--- config.mk ---
export PLATFORM = sky130hd
export DESIGN_NAME = duart_interrupt_and_command_logic
export DESIGN_NICKNAME = d
export VERILOG_FILES = /design/src/design/duart_interrupt_request_n_pkg.sv /design/src/design/input_change_detect.sv /design/src/design/output_port_reg.sv /design/src/design/duart_interrupt_and_command_logic.sv
export SDC_FILE = /design/constraint.sdc
export NUM_CORES = 1
export LEC_CHECK = 0
export BUFFER_PORTS_ARGS = -buffer_cell sky130_fd_sc_hd__clkbuf_2
export CAP_MARGIN = 10
export CORE_MARGIN = 4
export CORE_UTILIZATION = 50
export CTS_CLUSTER_SIZE = 28
export DETAILED_ROUTE_END_ITERATION = 8
export PLACE_DENSITY_LB_ADDON = 0.3
export SETUP_SLACK_MARGIN = 0.1
export SLEW_MARGIN = 25
export SYNTH_ARGS = -nofsm -noshare
export SYNTH_HDL_FRONTEND = slang
export SYNTH_HIERARCHICAL = 1
export SYNTH_SLANG_ARGS = --single-unit
export TNS_END_PERCENT = 10
--- constraint.sdc ---
create_clock -name clk_sys -period 1.5 [get_ports clk_sys]
set_input_delay 0.225 -clock clk_sys [delete_from_list [all_inputs] [get_ports clk_sys]]
set_output_delay 0.225 -clock clk_sys [all_outputs]
set_load 0.05 [all_outputs]
--- src/design/duart_interrupt_request_n_pkg.sv ---
// Shared addresses, field positions, command codes and reset values
package duart_interrupt_request_n_pkg;

	localparam logic [3:0] ADDR_MASKED_STATUS = 4'h2;
	localparam logic [3:0] ADDR_CMD_A         = 4'h2;
	localparam logic [3:0] ADDR_CHANGE_READ   = 4'h4;
	localparam logic [3:0] ADDR_STATUS        = 4'h5;
	localparam logic [3:0] ADDR_MASK          = 4'h5;
	localparam logic [3:0] ADDR_CMD_B         = 4'ha;
	localparam logic [3:0] ADDR_VECTOR        = 4'hc;
	localparam logic [3:0] ADDR_CNT_START     = 4'he;
	localparam logic [3:0] ADDR_OUT_SET       = 4'he;
	localparam logic [3:0] ADDR_CNT_STOP      = 4'hf;
	localparam logic [3:0] ADDR_OUT_CLEAR     = 4'hf;

	localparam int BIT_TX_READY_A   = 0;
	localparam int BIT_RX_READY_A   = 1;
	localparam int BIT_BREAK_A      = 2;
	localparam int BIT_COUNTER      = 3;
	localparam int BIT_TX_READY_B   = 4;
	localparam int BIT_RX_READY_B   = 5;
	localparam int BIT_BREAK_B      = 6;
	localparam int BIT_INPUT_CHANGE = 7;

	localparam int CMD_MSB = 7;
	localparam int CMD_LSB = 4;

	localparam logic [3:0] CMD_RESET_BREAK = 4'h5;
	localparam logic [3:0] CMD_STANDBY     = 4'hc;
	localparam logic [3:0] CMD_ACTIVE      = 4'hd;

	localparam int WATCHED_INPUTS = 4;

	localparam logic [7:0] MASK_RESET   = 8'h00;
	localparam logic [7:0] VECTOR_RESET = 8'h00;
	localparam logic [7:0] OUT_REG_RESET = 8'h00;
	localparam logic [7:0] READ_IDLE    = 8'h00;

	typedef enum logic [1:0] {
		PWR_ACTIVE  = 2'b01,
		PWR_STANDBY = 2'b10
	} power_e;

	typedef enum logic [2:0] {
		INT_NORMAL    = 3'b001,
		INT_Z_IDLE    = 3'b010,
		INT_Z_SERVICE = 3'b100
	} int_mode_e;

endpackage

--- src/design/input_change_detect.sv ---
// Synchroniser and change-of-state detector for the watched input pins
`timescale 1ns/100ps
`default_nettype none
module input_change_detect
	import duart_interrupt_request_n_pkg::*;
(
	input  wire logic                      clk_sys,
	input  wire logic                      rst_n,
	input  wire logic [WATCHED_INPUTS-1:0] inputPins,
	output logic                           changeSeen_r
);

	logic [WATCHED_INPUTS-1:0] meta_r;
	logic [WATCHED_INPUTS-1:0] sync_r;
	logic [WATCHED_INPUTS-1:0] last_r;
	logic                      settle_r;
	logic                      settled_r;
	logic                      primed_r;

	always_ff @(posedge clk_sys)
	begin
		if (!rst_n)
		begin
			meta_r <= '0;
			sync_r <= '0;
		end
		else
		begin
			meta_r <= inputPins;
			sync_r <= meta_r;
		end
	end

	// Priming waits until both compared samples come from the pins, not from reset
	always_ff @(posedge clk_sys)
	begin
		if (!rst_n)
		begin
			last_r       <= '0;
			settle_r     <= 1'b0;
			settled_r    <= 1'b0;
			primed_r     <= 1'b0;
			changeSeen_r <= 1'b0;
		end
		else
		begin
			last_r       <= sync_r;
			settle_r     <= 1'b1;
			settled_r    <= settle_r;
			primed_r     <= settled_r;
			changeSeen_r <= primed_r && (|(sync_r ^ last_r));
		end
	end

endmodule
`default_nettype wire

--- src/design/output_port_reg.sv ---
// Output port register with set and clear strobes and inverted pins
`timescale 1ns/100ps
`default_nettype none
module output_port_reg
	import duart_interrupt_request_n_pkg::*;
(
	input  wire logic       clk_sys,
	input  wire logic       rst_n,
	input  wire logic       setStrobe,
	input  wire logic       clearStrobe,
	input  wire logic [7:0] bitData,
	output logic [7:0]      outputPins_r
);

	logic [7:0] outReg_r;
	logic [7:0] outReg_nxt;

	always_comb
	begin
		outReg_nxt = outReg_r;
		if (setStrobe)
			outReg_nxt = outReg_r | bitData;
		else if (clearStrobe)
			outReg_nxt = outReg_r & ~bitData;
	end

	always_ff @(posedge clk_sys)
	begin
		if (!rst_n)
		begin
			outReg_r     <= OUT_REG_RESET;
			outputPins_r <= ~OUT_REG_RESET;
		end
		else
		begin
			outReg_r     <= outReg_nxt;
			outputPins_r <= ~outReg_nxt;
		end
	end

endmodule
`default_nettype wire

--- src/design/duart_interrupt_and_command_logic.sv ---
// Interrupt status, mask, vector and chip-wide command decoding
//
// Operation
// Standby code on channel A command register powers down the whole chip.
// Hardware reset or set-active command leaves standby.
// Set-active code on channel A command register exits standby.
// Standby code on channel B clears under-service latch in daisy mode.
// Set-active code on channel B selects daisy-chain interrupt mode.
// Counter start, stop, output set and clear fire by bus address alone.
// Reading address 0E starts the counter.
// That triggering read returns no register contents.
// Writing 0E sets output register bits written as one.
// Each output pin shows the inverse of its register bit.
// Interrupt request can follow every listed event when unmasked.
// Change on the four lowest inputs raises the input change condition.
// Address 05 reads status and writes the mask.
// Masked status at 02, vector at 0C.
// Status bits: 7 input, 6..4 channel B, 3 counter, 2..0 channel A.
// Status bits show conditions regardless of the mask.
// Service routine reads status or masked status first.
// Masked status equals status AND mask.
// Mask one enables a source, zero blocks it.
// Reset clears mask, standby, daisy mode and latch; request released.
//
// Chosen here: the strobed register port.
`timescale 1ns/100ps
`default_nettype none
module duart_interrupt_and_command_logic
	import duart_interrupt_request_n_pkg::*;
(
	input  wire logic                      clk_sys,
	input  wire logic                      rst_n,
	input  wire logic [3:0]                busAddr,
	input  wire logic [7:0]                busWrData,
	input  wire logic                      busWr,
	input  wire logic                      busRd,
	output logic [7:0]                     busRdData_r,
	input  wire logic                      transmitReadyFlagA,
	input  wire logic                      receiveReadyFlagA,
	input  wire logic                      breakChangeA,
	input  wire logic                      transmitReadyFlagB,
	input  wire logic                      receiveReadyFlagB,
	input  wire logic                      breakChangeB,
	input  wire logic                      counterEndOfCount,
	input  wire logic [WATCHED_INPUTS-1:0] inputPins,
	input  wire logic                      interruptAckN,
	output logic [7:0]                     outputPins_r,
	output logic                           counterStart_r,
	output logic                           counterStop_r,
	output logic                           lowPowerStandby_r,
	output logic                           daisyChainMode_r,
	output logic                           interruptRequestN_r,
	output logic                           daisyChainEnableOut_r
);

	power_e     power_r;
	power_e     power_nxt;
	int_mode_e  intMode_r;
	int_mode_e  intMode_nxt;
	logic [7:0] interruptMask_r;
	logic [7:0] interruptVector_r;
	logic [7:0] interruptStatus;
	logic [7:0] maskedStatus;
	logic       breakA_r;
	logic       breakB_r;
	logic       counterReady_r;
	logic       inputChange_r;
	logic       inputChangePulse;
	logic       ackMeta_r;
	logic       ackSync_r;
	logic       ackLast_r;
	logic       ackEdge;
	logic       cmdWriteA;
	logic       cmdWriteB;
	logic [3:0] cmdCode;
	logic       anyPending;
	logic [7:0] readValue;
	logic       standbyCmdA;
	logic       activeCmdA;
	logic       breakResetA;
	logic       latchResetB;
	logic       daisyCmdB;
	logic       breakResetB;
	logic       maskWrite;
	logic       vectorWrite;
	logic       outSetWrite;
	logic       outClearWrite;
	logic       cntStartRead;
	logic       cntStopRead;
	logic       changeRead;
	logic       requestAllowed;

	function automatic logic hit(input logic strobe, input logic [3:0] addr,
		input logic [3:0] target);
		hit = strobe && (addr == target);
	endfunction

	function automatic logic cmdIs(input logic strobe, input logic [3:0] code,
		input logic [3:0] target);
		cmdIs = strobe && (code == target);
	endfunction

	assign cmdWriteA = hit(busWr, busAddr, ADDR_CMD_A);
	assign cmdWriteB = hit(busWr, busAddr, ADDR_CMD_B);
	assign cmdCode   = busWrData[CMD_MSB:CMD_LSB];

	// Channel A commands
	assign standbyCmdA = cmdIs(cmdWriteA, cmdCode, CMD_STANDBY);
	assign activeCmdA  = cmdIs(cmdWriteA, cmdCode, CMD_ACTIVE);
	assign breakResetA = cmdIs(cmdWriteA, cmdCode, CMD_RESET_BREAK);

	// Channel B reuses the same codes; standby and active take daisy-chain meanings
	assign latchResetB = cmdIs(cmdWriteB, cmdCode, CMD_STANDBY);
	assign daisyCmdB   = cmdIs(cmdWriteB, cmdCode, CMD_ACTIVE);
	assign breakResetB = cmdIs(cmdWriteB, cmdCode, CMD_RESET_BREAK);

	// Address-triggered strobes act on the address alone
	assign maskWrite     = hit(busWr, busAddr, ADDR_MASK);
	assign vectorWrite   = hit(busWr, busAddr, ADDR_VECTOR);
	assign outSetWrite   = hit(busWr, busAddr, ADDR_OUT_SET);
	assign outClearWrite = hit(busWr, busAddr, ADDR_OUT_CLEAR);
	assign cntStartRead  = hit(busRd, busAddr, ADDR_CNT_START);
	assign cntStopRead   = hit(busRd, busAddr, ADDR_CNT_STOP);
	assign changeRead    = hit(busRd, busAddr, ADDR_CHANGE_READ);

	input_change_detect u_change
	(
		.clk_sys      (clk_sys),
		.rst_n        (rst_n),
		.inputPins    (inputPins),
		.changeSeen_r (inputChangePulse)
	);

	output_port_reg u_outport
	(
		.clk_sys      (clk_sys),
		.rst_n        (rst_n),
		.setStrobe    (outSetWrite),
		.clearStrobe  (outClearWrite),
		.bitData      (busWrData),
		.outputPins_r (outputPins_r)
	);

	// Acknowledge pin comes from the host side and is not on this clock
	always_ff @(posedge clk_sys)
	begin
		if (!rst_n)
		begin
			ackMeta_r <= 1'b1;
			ackSync_r <= 1'b1;
			ackLast_r <= 1'b1;
		end
		else
		begin
			ackMeta_r <= interruptAckN;
			ackSync_r <= ackMeta_r;
			ackLast_r <= ackSync_r;
		end
	end

	// Only the falling edge counts, so an acknowledge held low latches once
	assign ackEdge = ackLast_r && !ackSync_r;

	// Power mode: reset forces active, so a chip left in standby always wakes up
	always_comb
	begin
		power_nxt = power_r;
		unique case (power_r)
			PWR_ACTIVE:
			begin
				if (standbyCmdA)
					power_nxt = PWR_STANDBY;
			end
			PWR_STANDBY:
			begin
				if (activeCmdA)
					power_nxt = PWR_ACTIVE;
			end
			default:
				power_nxt = PWR_ACTIVE;
		endcase
	end

	always_ff @(posedge clk_sys)
	begin
		if (!rst_n)
		begin
			power_r           <= PWR_ACTIVE;
			lowPowerStandby_r <= 1'b0;
		end
		else
		begin
			power_r           <= power_nxt;
			lowPowerStandby_r <= (power_nxt == PWR_STANDBY);
		end
	end

	// Interrupt mode: normal, or daisy chain with an under-service latch
	always_comb
	begin
		intMode_nxt = intMode_r;
		unique case (intMode_r)
			INT_NORMAL:
			begin
				if (daisyCmdB)
					intMode_nxt = INT_Z_IDLE;
			end
			INT_Z_IDLE:
			begin
				if (ackEdge && anyPending)
					intMode_nxt = INT_Z_SERVICE;
			end
			INT_Z_SERVICE:
			begin
				if (latchResetB)
					intMode_nxt = INT_Z_IDLE;
			end
			default:
				intMode_nxt = INT_NORMAL;
		endcase
	end

	always_ff @(posedge clk_sys)
	begin
		if (!rst_n)
		begin
			intMode_r             <= INT_NORMAL;
			daisyChainMode_r      <= 1'b0;
			daisyChainEnableOut_r <= 1'b1;
		end
		else
		begin
			intMode_r             <= intMode_nxt;
			daisyChainMode_r      <= (intMode_nxt != INT_NORMAL);
			daisyChainEnableOut_r <= (intMode_nxt != INT_Z_SERVICE);
		end
	end

	// Mask and vector registers; the mask cannot be read back
	always_ff @(posedge clk_sys)
	begin
		if (!rst_n)
			interruptMask_r <= MASK_RESET;
		else if (maskWrite)
			interruptMask_r <= busWrData;
	end

	always_ff @(posedge clk_sys)
	begin
		if (!rst_n)
			interruptVector_r <= VECTOR_RESET;
		else if (vectorWrite)
			interruptVector_r <= busWrData;
	end

	// Sticky conditions: a set in the same cycle as its clear wins
	always_ff @(posedge clk_sys)
	begin
		if (!rst_n)
		begin
			breakA_r       <= 1'b0;
			breakB_r       <= 1'b0;
			counterReady_r <= 1'b0;
			inputChange_r  <= 1'b0;
		end
		else
		begin
			breakA_r <= breakChangeA ||
				(breakA_r && !breakResetA);
			breakB_r <= breakChangeB ||
				(breakB_r && !breakResetB);
			counterReady_r <= counterEndOfCount ||
				(counterReady_r && !cntStopRead);
			inputChange_r <= inputChangePulse ||
				(inputChange_r && !changeRead);
		end
	end

	// Ready flags are live levels from the channels, so they clear with them
	always_comb
	begin
		interruptStatus                   = '0;
		interruptStatus[BIT_TX_READY_A]   = transmitReadyFlagA;
		interruptStatus[BIT_RX_READY_A]   = receiveReadyFlagA;
		interruptStatus[BIT_BREAK_A]      = breakA_r;
		interruptStatus[BIT_COUNTER]      = counterReady_r;
		interruptStatus[BIT_TX_READY_B]   = transmitReadyFlagB;
		interruptStatus[BIT_RX_READY_B]   = receiveReadyFlagB;
		interruptStatus[BIT_BREAK_B]      = breakB_r;
		interruptStatus[BIT_INPUT_CHANGE] = inputChange_r;
	end

	assign maskedStatus = interruptStatus & interruptMask_r;
	assign anyPending   = |maskedStatus;
	assign requestAllowed = (intMode_nxt != INT_Z_SERVICE);

	// Under service the request is withheld until the latch is reset
	always_ff @(posedge clk_sys)
	begin
		if (!rst_n)
			interruptRequestN_r <= 1'b1;
		else
			interruptRequestN_r <= !(anyPending && requestAllowed);
	end

	// Counter strobes are one-cycle pulses to the counter block
	always_ff @(posedge clk_sys)
	begin
		if (!rst_n)
		begin
			counterStart_r <= 1'b0;
			counterStop_r  <= 1'b0;
		end
		else
		begin
			counterStart_r <= cntStartRead;
			counterStop_r  <= cntStopRead;
		end
	end

	// Read mux; the channel B command address and unmapped addresses return zero, while 02 reads masked status
	always_comb
	begin
		readValue = READ_IDLE;
		unique case (busAddr)
			ADDR_MASKED_STATUS: readValue = maskedStatus;
			ADDR_STATUS:        readValue = interruptStatus;
			ADDR_VECTOR:        readValue = interruptVector_r;
			ADDR_CNT_START:     readValue = READ_IDLE;
			ADDR_CNT_STOP:      readValue = READ_IDLE;
			default:            readValue = READ_IDLE;
		endcase
	end

	always_ff @(posedge clk_sys)
	begin
		if (!rst_n)
			busRdData_r <= READ_IDLE;
		else if (busRd)
			busRdData_r <= readValue;
		else
			busRdData_r <= READ_IDLE;
	end

endmodule
`default_nettype wire

[Yosys cells after proc, flatten, opt, wreduce, memory -nomap -nowiden]
Index checks and enable logic that the tools add are counted.
Operators by class
  reduce and logical (&&, ||, !) cells: 36
  equality and inequality tests: 18
  bitwise gates (word level): 6
  mux-type cells: 11
Operators with widths (count)
  $eq A4 B4 Y1 const B: 6
  $pmux W8 S3: 1
  $logic_and A1 B1 Y1: 23
  $and A8 B8 Y8: 2
  $mux W8: 2
  $not A8 Y8: 2
  $eq A4 B3 Y1 const B: 3
  $mux W3: 3
  $pmux W3 S3: 1
  $or A8 B8 Y8: 1
  $reduce_or A8 Y1: 1
  $logic_not A1 Y1: 6
  $eq A2 B2 Y1 const B: 2
  $eq A4 B2 Y1 const B: 1
  $logic_or A1 B1 Y1: 4
  $mux W2: 2
  $pmux W2 S2: 1
  $reduce_or A4 Y1: 1
  $xor A4 B4 Y4: 1
  $eq A3 B1 Y1 const B: 1
  $eq A3 B2 Y1 const B: 1
  $eq A3 B3 Y1 const B: 1
  $ne A3 B1 Y1 const B: 1
  $ne A3 B3 Y1 const B: 1
  3 further kinds: 3
Word-level totals
  bits in registers: 74
  logic and storage cells: 98
  output and inout bits: 22
  bits of input ports: 28

[Logic depth before layout (Yosys ltp)]
Gate-level depths: netlist (run 1).
  depth after elaboration: 8
  mapped depth: 6

[By module]
The synthesis (run 1) kept the hierarchy.
By module, submodules not included
  duart_interrupt_and_command_logic: instances 1, cells an instance 209, area each 1926.8 sq um, sequential area each 840.8 sq um
  output_port_reg: instances 1, cells an instance 51, area each 566.8 sq um, sequential area each 320.3 sq um
  input_change_detect: instances 1, cells an instance 37, area each 464.2 sq um, sequential area each 320.3 sq um

[Worst setup path after synthesis (run 1)]
Ideal clock, no wire load.
  path kind: register -> register
  from: reg power_r[0]
  to: reg lowPowerStandby_r
  arrival time: 1.356 ns
  cell stages (with the launch flop): 7
  path slack: 0.056 ns
  data required time: 1.413 ns
  period minus slack after synthesis: 1.444 ns
  path through: dfxtp_1 -> inv_1 -> ha_1 -> nor2b_1 -> nand3_1 -> and3_1 -> nor4b_2
Between the ends
  longest elaborated chain between the ends: 3
  elaborated cells between the ends (all ways): 6
Ends and longest elaborated chain
  from (decl): line duart_interrupt_and_command_logic.sv:56  | power_e power_r;
  from (signal assigned): line duart_interrupt_and_command_logic.sv:193  | power_r <= power_nxt;
  $eq A2 B2 Y1 (tied with other cells): line duart_interrupt_and_command_logic.sv:168  | unique case (power_r)
  $pmux W2 S2 *: line duart_interrupt_and_command_logic.sv:168
  $eq A2 B2 Y1 *: line duart_interrupt_and_command_logic.sv:194  | lowPowerStandby_r <= (power_nxt == PWR_STANDBY);
  to (signal assigned): line duart_interrupt_and_command_logic.sv:194
  to (decl): line duart_interrupt_and_command_logic.sv:50  | output logic lowPowerStandby_r,
Every way passes the cells marked *; elsewhere a longest branch is shown, timed or not.
A chain may end at the register's enable or synchronous reset.

[Worst setup path after layout (run 1)]
Same ends and word-level chain as after synthesis.

==> run metrics, run 1 <==
detailed placement HPWL=approximately 4.7 mm; vias in the first global route=2,294; worst-path maximum fanout=4; worst path cell trace=inv_1 > ha_4 > nor2b_4 > nand3_1 > and3_1 > nor4b_2; Final Non-Filler Cells=439; worst skew pair latency=0.34 ns; kind of critical path=reg -> reg; CP max stage delay=0.33 ns; via count=2,393; arrival time of the worst setup path=1.62 ns; Reg clk slew, reported paths=~0.07 ns; DRT antenna net count=0; Peak VDD IR=0.660 mV; CP Depth=6; WL final=between 6 and 7 mm; dpl cell area=0.00339 mm²; clk buf depth=2; crit path buf inv count=1; PD cells=997 mW/mm²; Wirelength per Cell=14.7 µm; wire length on met3=308 µm; commonest register cell after synthesis=dfxtp_1; first-pass GRT wire length=10.8 mm; Tcrit/Tclk final=90.7%; Hold Slack=0.0618 ns; area growth from synthesis to layout=20.6%; post-synthesis sequential area ratio=roughly 50%; # nets final=393; gpl congestion=0.830; slowest CP cell=dfxtp_1; io pins=50; die height=about 85 µm; max_cap viols=0; Max Clock Skew=0.00580 ns; Slew headroom=74.2%; yosys warns=6; R2R depth=6; final setup margin=0.139 ns; DRC=0; P_leak=1.41 nW; placed cells=423; Gate Count Post-Synth=roughly 300; transition time at the pin with the least slew margin=about 0.38 ns; clk sink count=74; H-tree levels=3; CTS tree=yes; Congestion Overflow GR=0; Async S/R FF share, synth=0%; fin. max-slew vios=0; Post-Route M1 WL=2.89 mm; initial antenna violation count=0; Cell Area, Synth=0.00296 mm²; Hold/Removal Path Class=in -> reg; Final Cell Area=0.00357 mm²; total global routing track utilization=approximately a fifth; # rows=27; clock root cell=clkbuf_8; port bufs=between 40 and 50; top sig layer=met4; ANT cells=0; CP required=1.76 ns; number of synthesized register bits=74; largest net degree at the start of global routing=57; crit path time final=~1.4 ns; Avg Inst Size Synth=9.96 µm²; Initial DRT Pass Iterations=4; wire length on met2=around 3.1 mm; Min-Delay Path Depth=2; Die Area=0.00721 mm²; RSZ-0062 raised after global routing=yes; Final TNS setup=0 ns; count of final hold-check violations=0; EDFF count, synth=0; DP Worst Slack=-0.0444 ns; Synthesized Nets=roughly 330; status=complete, no violations; FMAX=roughly 740 MHz; core outline area=0.00561 mm²; initial cell density of the core=52.7%; synth unique cells=50; Finish-stage setup viols=0; Iteration-0 DRC Markers=167; Die W=84.9 µm; Startpoint Class=flop; crit end category=flop; Crit path max-delay family=simple AND/OR/NAND/NOR gates; share of cells above drive strength 1=28.3%; vias per inst=5.45; CTS Buf Count=9
[synth_stat cells, types with 2 or more instances]
cell type / n / share of area [%]
nand3b_1: 3 / 0.76
nor2b_1: 12 / 2.5
buf_6: 2 / 0.76
nor4b_2: 2 / 1.0
mux2i_1: 8 / 2.7
ha_1: 2 / 0.85
a31o_2: 5 / 1.5
o211ai_1: 2 / 0.51
nand2b_1: 4 / 0.85
nand4b_1: 2 / 0.59
clkbuf_1: 6 / 0.76
buf_2: 4 / 0.68
a21boi_0: 9 / 2.3
nand2_1: 31 / 3.9
and3_4: 3 / 1.1
and3_1: 6 / 1.3
and2_1: 16 / 3.4
a31oi_1: 10 / 2.1
a21oi_1: 21 / 3.6
xnor2_1: 4 / 1.2
and3_2: 3 / 0.76
inv_1: 6 / 0.76
nand3_1: 9 / 1.5
a31o_1: 3 / 0.89
or3b_1: 9 / 2.7
nor3_1: 2 / 0.34
buf_4: 3 / 0.76
and4b_1: 2 / 0.68
o21ai_0: 6 / 1.0
nor2_1: 2 / 0.25
nor3b_1: 5 / 1.3
dfxtp_1: 74 / 50
a22oi_1: 4 / 1.0
[final cells by class]
| cell class | count | area [µm²] |
|---|---|---|
| repair buffers | 70 | 428 |
| multi-input cells | 202 | 1390 |
| clock inverters | 3 | 17.5 |
| well taps | 72 | 90.1 |
| fillers | 500 | 2040 |
| clock buffers | 12 | 135 |
| inverters | 6 | 22.5 |
| flip-flops and latches | 74 | 1480 |
[cell families (layout without fill, tap and decap cells)]
kind of cell / after synthesis / after routing / synth area share (%)
adder cells (fa/ha/maj): 2 / 2 / 0.846
AND/OR/NAND/NOR: 120 / 120 / 26.2
flip-flops: 74 / 74 / 50.1
AO/OA/AOI/OAI: 68 / 68 / 15.3
buffers and inverters: 21 / 91 / 3.72
multiplexers: 8 / 8 / 2.71
XOR/XNOR: 4 / 4 / 1.18
[path summary, 6_finish.rpt]
path                 startpoint           endpoint  slack (ns)
setup / recovery     power_r[0]  lowPowerStandby_r        0.14
hold / removal    interruptAckN          ackMeta_r        0.06
setup reg to reg     power_r[0]  lowPowerStandby_r        0.14
hold reg to reg       ackMeta_r          ackSync_r        0.41
[layer usage]
metal  GRT usage, %  vias to the layer above
li1               -                     1191
met3           4.47                       13
met2           31.1                       63
met5              0                        -
met4           9.64                        0
met1           23.8                     1126
[what timing repair did]
item	in CTS	in global routing
gates resized for setup	2	1
endpoints found under the setup margin	1	2
hold buffers	0	0
setup buffers	0	1
[worst register-to-register path, cell delays in order (launching register included)]
cell	delay, ns
dfxtp_1	0.33
inv_1	0.07
ha_4	0.26
nor2b_4	0.15
nand3_1	0.08
and3_1	0.20
nor4b_2	0.19
[stage by stage]
stage                     util [%]  total power [W]
after floorplan                  -          0.00221
after global placement        60.4          0.00233
after detailed placement      60.4          0.00234
after CTS                     63.5          0.00358
after global routing          63.6          0.00371
final                         63.6          0.00356
[placed cells by master, fill, tap and decap left out, types with 3 or more instances in the layout]
cell type / Yosys / final
mux2i_1: 8 / 8
and3_4: 3 / 3
buf_4: 3 / 19
a31o_1: 3 / 3
nand3_1: 9 / 9
clkbuf_2: 0 / 49
a22oi_1: 4 / 4
or3b_1: 9 / 9
nand2b_1: 4 / 4
dfxtp_1: 74 / 73
a31oi_1: 10 / 10
xnor2_1: 4 / 4
clkbuf_1: 6 / 3
a31o_2: 5 / 5
a21oi_1: 21 / 21
nand2_1: 31 / 31
and2_1: 16 / 16
and3_2: 3 / 3
nor3b_1: 5 / 5
and3_1: 6 / 6
nor2b_1: 12 / 11
a21boi_0: 9 / 9
inv_1: 6 / 6
nand3b_1: 3 / 3
o21ai_0: 6 / 6
clkbuf_8: 0 / 9
[power breakdown]
part | total, W | switching (W) | internal, W
registers | 0.00202 | 0.0000192 | 0.00200
logic | 0.000274 | 0.000154 | 0.000120
clock network | 0.00126 | 0.000672 | 0.000587
total | 0.00356 | 0.000845 | 0.00271
Power figures use the tool's default switching activity.
==> run 2, diff against run 1 <==
--- a/config.mk
+++ b/config.mk
@@ -8,7 +8,7 @@
 export BUFFER_PORTS_ARGS = -buffer_cell sky130_fd_sc_hd__clkbuf_2
 export CAP_MARGIN = 10
 export CORE_MARGIN = 4
-export CORE_UTILIZATION = 50
+export CORE_UTILIZATION = 49
 export CTS_CLUSTER_SIZE = 28
 export DETAILED_ROUTE_END_ITERATION = 8
 export PLACE_DENSITY_LB_ADDON = 0.3
@@ -16,6 +16,5 @@
 export SLEW_MARGIN = 25
 export SYNTH_ARGS = -nofsm -noshare
 export SYNTH_HDL_FRONTEND = slang
-export SYNTH_HIERARCHICAL = 1
 export SYNTH_SLANG_ARGS = --single-unit
 export TNS_END_PERCENT = 10
==> run 2 against run 1 <==
Synthesized cell count unchanged. Area after synthesis down 1.9%. Sequential cell count unchanged. Via count down 2.1%. Non-clock buffer count unchanged. Largest cell class unchanged. Largest power group unchanged. Worst hold slack worse by 0.0081 ns. Clock skew up 0.0025 ns. Final area down 1.9%. Critical path depth down 2. Fmax up 9.1%.
==> run metrics, run 2 <==
status=complete, no violations; Comb pwr share=7.9% (+0.2 points); count of final hold-check violations=0 (unchanged); largest cells by area after synthesis=dfxtp_1, and2_1, nand2_1, a21oi_1, nand3_1; clock root cell=clkbuf_8; clk buf depth=2 (unchanged); dpl cell area=0.00331 mm² (-2.3%); vias in the first global route=2,320 (+1.1%); Synth area leader=dfxtp_1; Pint=0.00279 W (+3.0%); initial cell density of the core=51.7% (-1.0 points); WL final=6.32 mm (-2.1%); share of cells above drive strength 1=25.8% (-2.5 points); area share of fa/ha/maj cells after synthesis=0.862% (+0.016 points); Finish-stage setup viols=0 (unchanged); commonest non-fill, non-tap cell in the layout=dfxtp_1; Crit path max-delay family=simple AND/OR/NAND/NOR gates; transition time at the pin with the least slew margin=0.534 ns (+0.153 ns); die height=85.0 µm (about the same); Cell Area, Synth=0.00290 mm² (-1.9%); Async S/R FF share, synth=0% (unchanged); Net Sw Power=0.000953 W (+13%); Max Clock Skew=0.00834 ns (+0.00253 ns); Congestion Overflow GR=0 (unchanged); CP max stage delay=0.33 ns (about the same); core outline area=0.00561 mm² (unchanged); commonest register cell after synthesis=dfxtp_1; EDFF count, synth=0 (unchanged); most frequent cells in the layout=dfxtp_1, clkbuf_2, nand2_1; number of synthesized register bits=74 (unchanged); Wirelength per Cell=14.5 µm (-1.4%); RSZ-0062 raised after global routing=no; XOR/XNOR Fraction of Synth Area=1.21% (+0.023 points); Synthesized Nets=327 (unchanged); detailed placement HPWL=4.64 mm (-1.4%); largest net degree at the start of global routing=22 (-61%); # rows=27 (unchanged); ANT cells=0 (unchanged); Yosys top cell area share=51.1% (+0.97 points); Synth Area in Compound Gates=13.4% (-1.9 points); P_leak=1.37 nW (-2.5%); CTS tree=yes; # resized after CTS=0 (-2); sw frac=25.4% (+1.7 points); crit path time final=1.25 ns (-0.113 ns); multiplexer area fraction after synthesis=2.76% (+0.053 points); max_cap viols=0 (unchanged); Initial DRT Pass Iterations=4 (unchanged); yosys warns=0 (-6); setup bufs post-CTS=0 (unchanged); slowest CP cell=dfxtp_1; most instantiated library cell after synthesis=dfxtp_1; first-pass GRT wire length=11.0 mm (+1.7%); port bufs=49 (unchanged); via count=2,342 (-2.1%); vias per inst=5.37 (-1.5%); Tcrit/Tclk final=83.1% (-7.6 points); Startpoint Class=flop; CTS Hold Bufs=0 (unchanged); Slew headroom=64.3% (-9.9 points); area of the multi-input gates=0.00131 mm² (-5.8%); total global routing track utilization=19.2% (about the same); clk sink count=74 (unchanged); PD cells=1070 mW/mm² (+7.3%); largest family of logic cells by synthesized area=simple AND/OR/NAND/NOR gates; fin. max-slew vios=0 (unchanged); worst skew pair latency=0.35 ns (about the same); Die Area=0.00722 mm² (about the same); kind of critical path=reg -> reg; Final Cell Area=0.00350 mm² (-1.9%); CP required=1.74 ns (-0.02 ns); Hold/Removal Path Class=in -> reg; Final TNS setup=0 ns (unchanged); CP Depth=4 (-2); worst-path maximum fanout=3 (-1); # nets final=389 (-1.0%); worst path cell trace=a22oi_1 > nand4_1 > nor2b_1 > o21a_1; FMAX=802 MHz (+9.1%); Min-Delay Path Depth=2 (unchanged); # fillers=520 (+4.0%); placed cells=420 (-0.71%); DRC=0 (unchanged); post-synthesis sequential area ratio=51.1% (+0.97 points); Avg Inst Size Synth=9.77 µm² (-1.9%); crit path buf inv count=0 (-1); io pins=50 (unchanged); Iteration-0 DRC Markers=127 (-24%); arrival time of the worst setup path=1.49 ns (-0.13 ns); R2R depth=4 (-2); DRT antenna net count=0 (unchanged); Reg clk slew, reported paths=0.08 ns (about the same); H-tree levels=3 (unchanged); Reg area=0.00148 mm² (about the same); Gate Count Post-Synth=297 (unchanged); Seq pwr share=54.1% (-2.8 points); Final Non-Filler Cells=436 (-0.68%); part of the power in the clock network=38.0% (+2.6 points); Peak VDD IR=0.647 mV (-1.9%); initial antenna violation count=0 (unchanged); Synth Area in Simple Gates=26.9% (+0.72 points); CTS Buf Count=9 (unchanged); synth unique cells=48 (-4.0%); area growth from synthesis to layout=20.6% (about the same); top cells by count, synth=dfxtp_1, nand2_1, a21oi_1, and2_1, nand3_1; Die W=85.0 µm (about the same); crit end category=flop; gpl congestion=0.792 (-4.6%)
-- run 2: cell families after synthesis --
| family | count (synthesis) |
|---|---|
| flops | 74 |
| fa+ha+maj | 2 |
| simple gates | 128 |
| buf+inv | 23 |
| mux | 8 |
| xor+xnor | 4 |
| compound gates | 58 |
-- run 2: area by class of cell --
| cell class | count | share of cell area, % |
|---|---|---|
| multi-input cells | 200 | 37.4 |
| inverters | 4 | 0.429 |
| well taps | 72 | 2.57 |
| repair buffers | 70 | 11.9 |
| clock buffers | 10 | 3.93 |
| clock inverters | 6 | 1.43 |
| flip-flops and latches | 74 | 42.3 |
-- run 2: metal layers --
layer  global-route usage, %  vias to the layer above  share of wire (%)
met5                       0                        -                  0
met4                    8.92                        0                2.1
met3                    5.15                       13                6.5
met2                    30.3                       74                 46
met1                    24.3                     1100                 45
li1                        -                     1155                  -
-- run 2: through the flow --
stage / hold WS [ns] / power, W / util, % / worst slack [ns]
after CTS: 0.0453 / 0.00378 / 62.4 / 0.253
after detailed placement: 0.401 / 0.00237 / 59.1 / -0.0932
after global routing: 0.0565 / 0.00392 / 62.4 / 0.134
final: 0.0537 / 0.00375 / 62.4 / 0.253
after global placement: 0.394 / 0.00236 / 59.1 / -0.105
after floorplan: 0.253 / 0.00224 / - / 0.0807
-- run 2: power groups by stage --
stage | logic (W) | registers [W] | clock network, W
6_report | 0.000295 | 0.00203 | 0.00142
5_1_grt | 0.000325 | 0.00203 | 0.00157
4_1_cts | 0.000295 | 0.00203 | 0.00146
3_5_place_dp | 0.000293 | 0.00207 | 0
3_3_place_gp | 0.000288 | 0.00207 | 0
2_1_floorplan | 0.000162 | 0.00208 | 0
-- run 2: worst paths after layout --
check                           slack (ns)           start            to
worst min register to register        0.42       ackMeta_r     ackSync_r
worst min-delay path                  0.05   interruptAckN     ackMeta_r
worst max-delay path                  0.25  counterReady_r  intMode_r[2]
worst max register to register        0.25  counterReady_r  intMode_r[2]
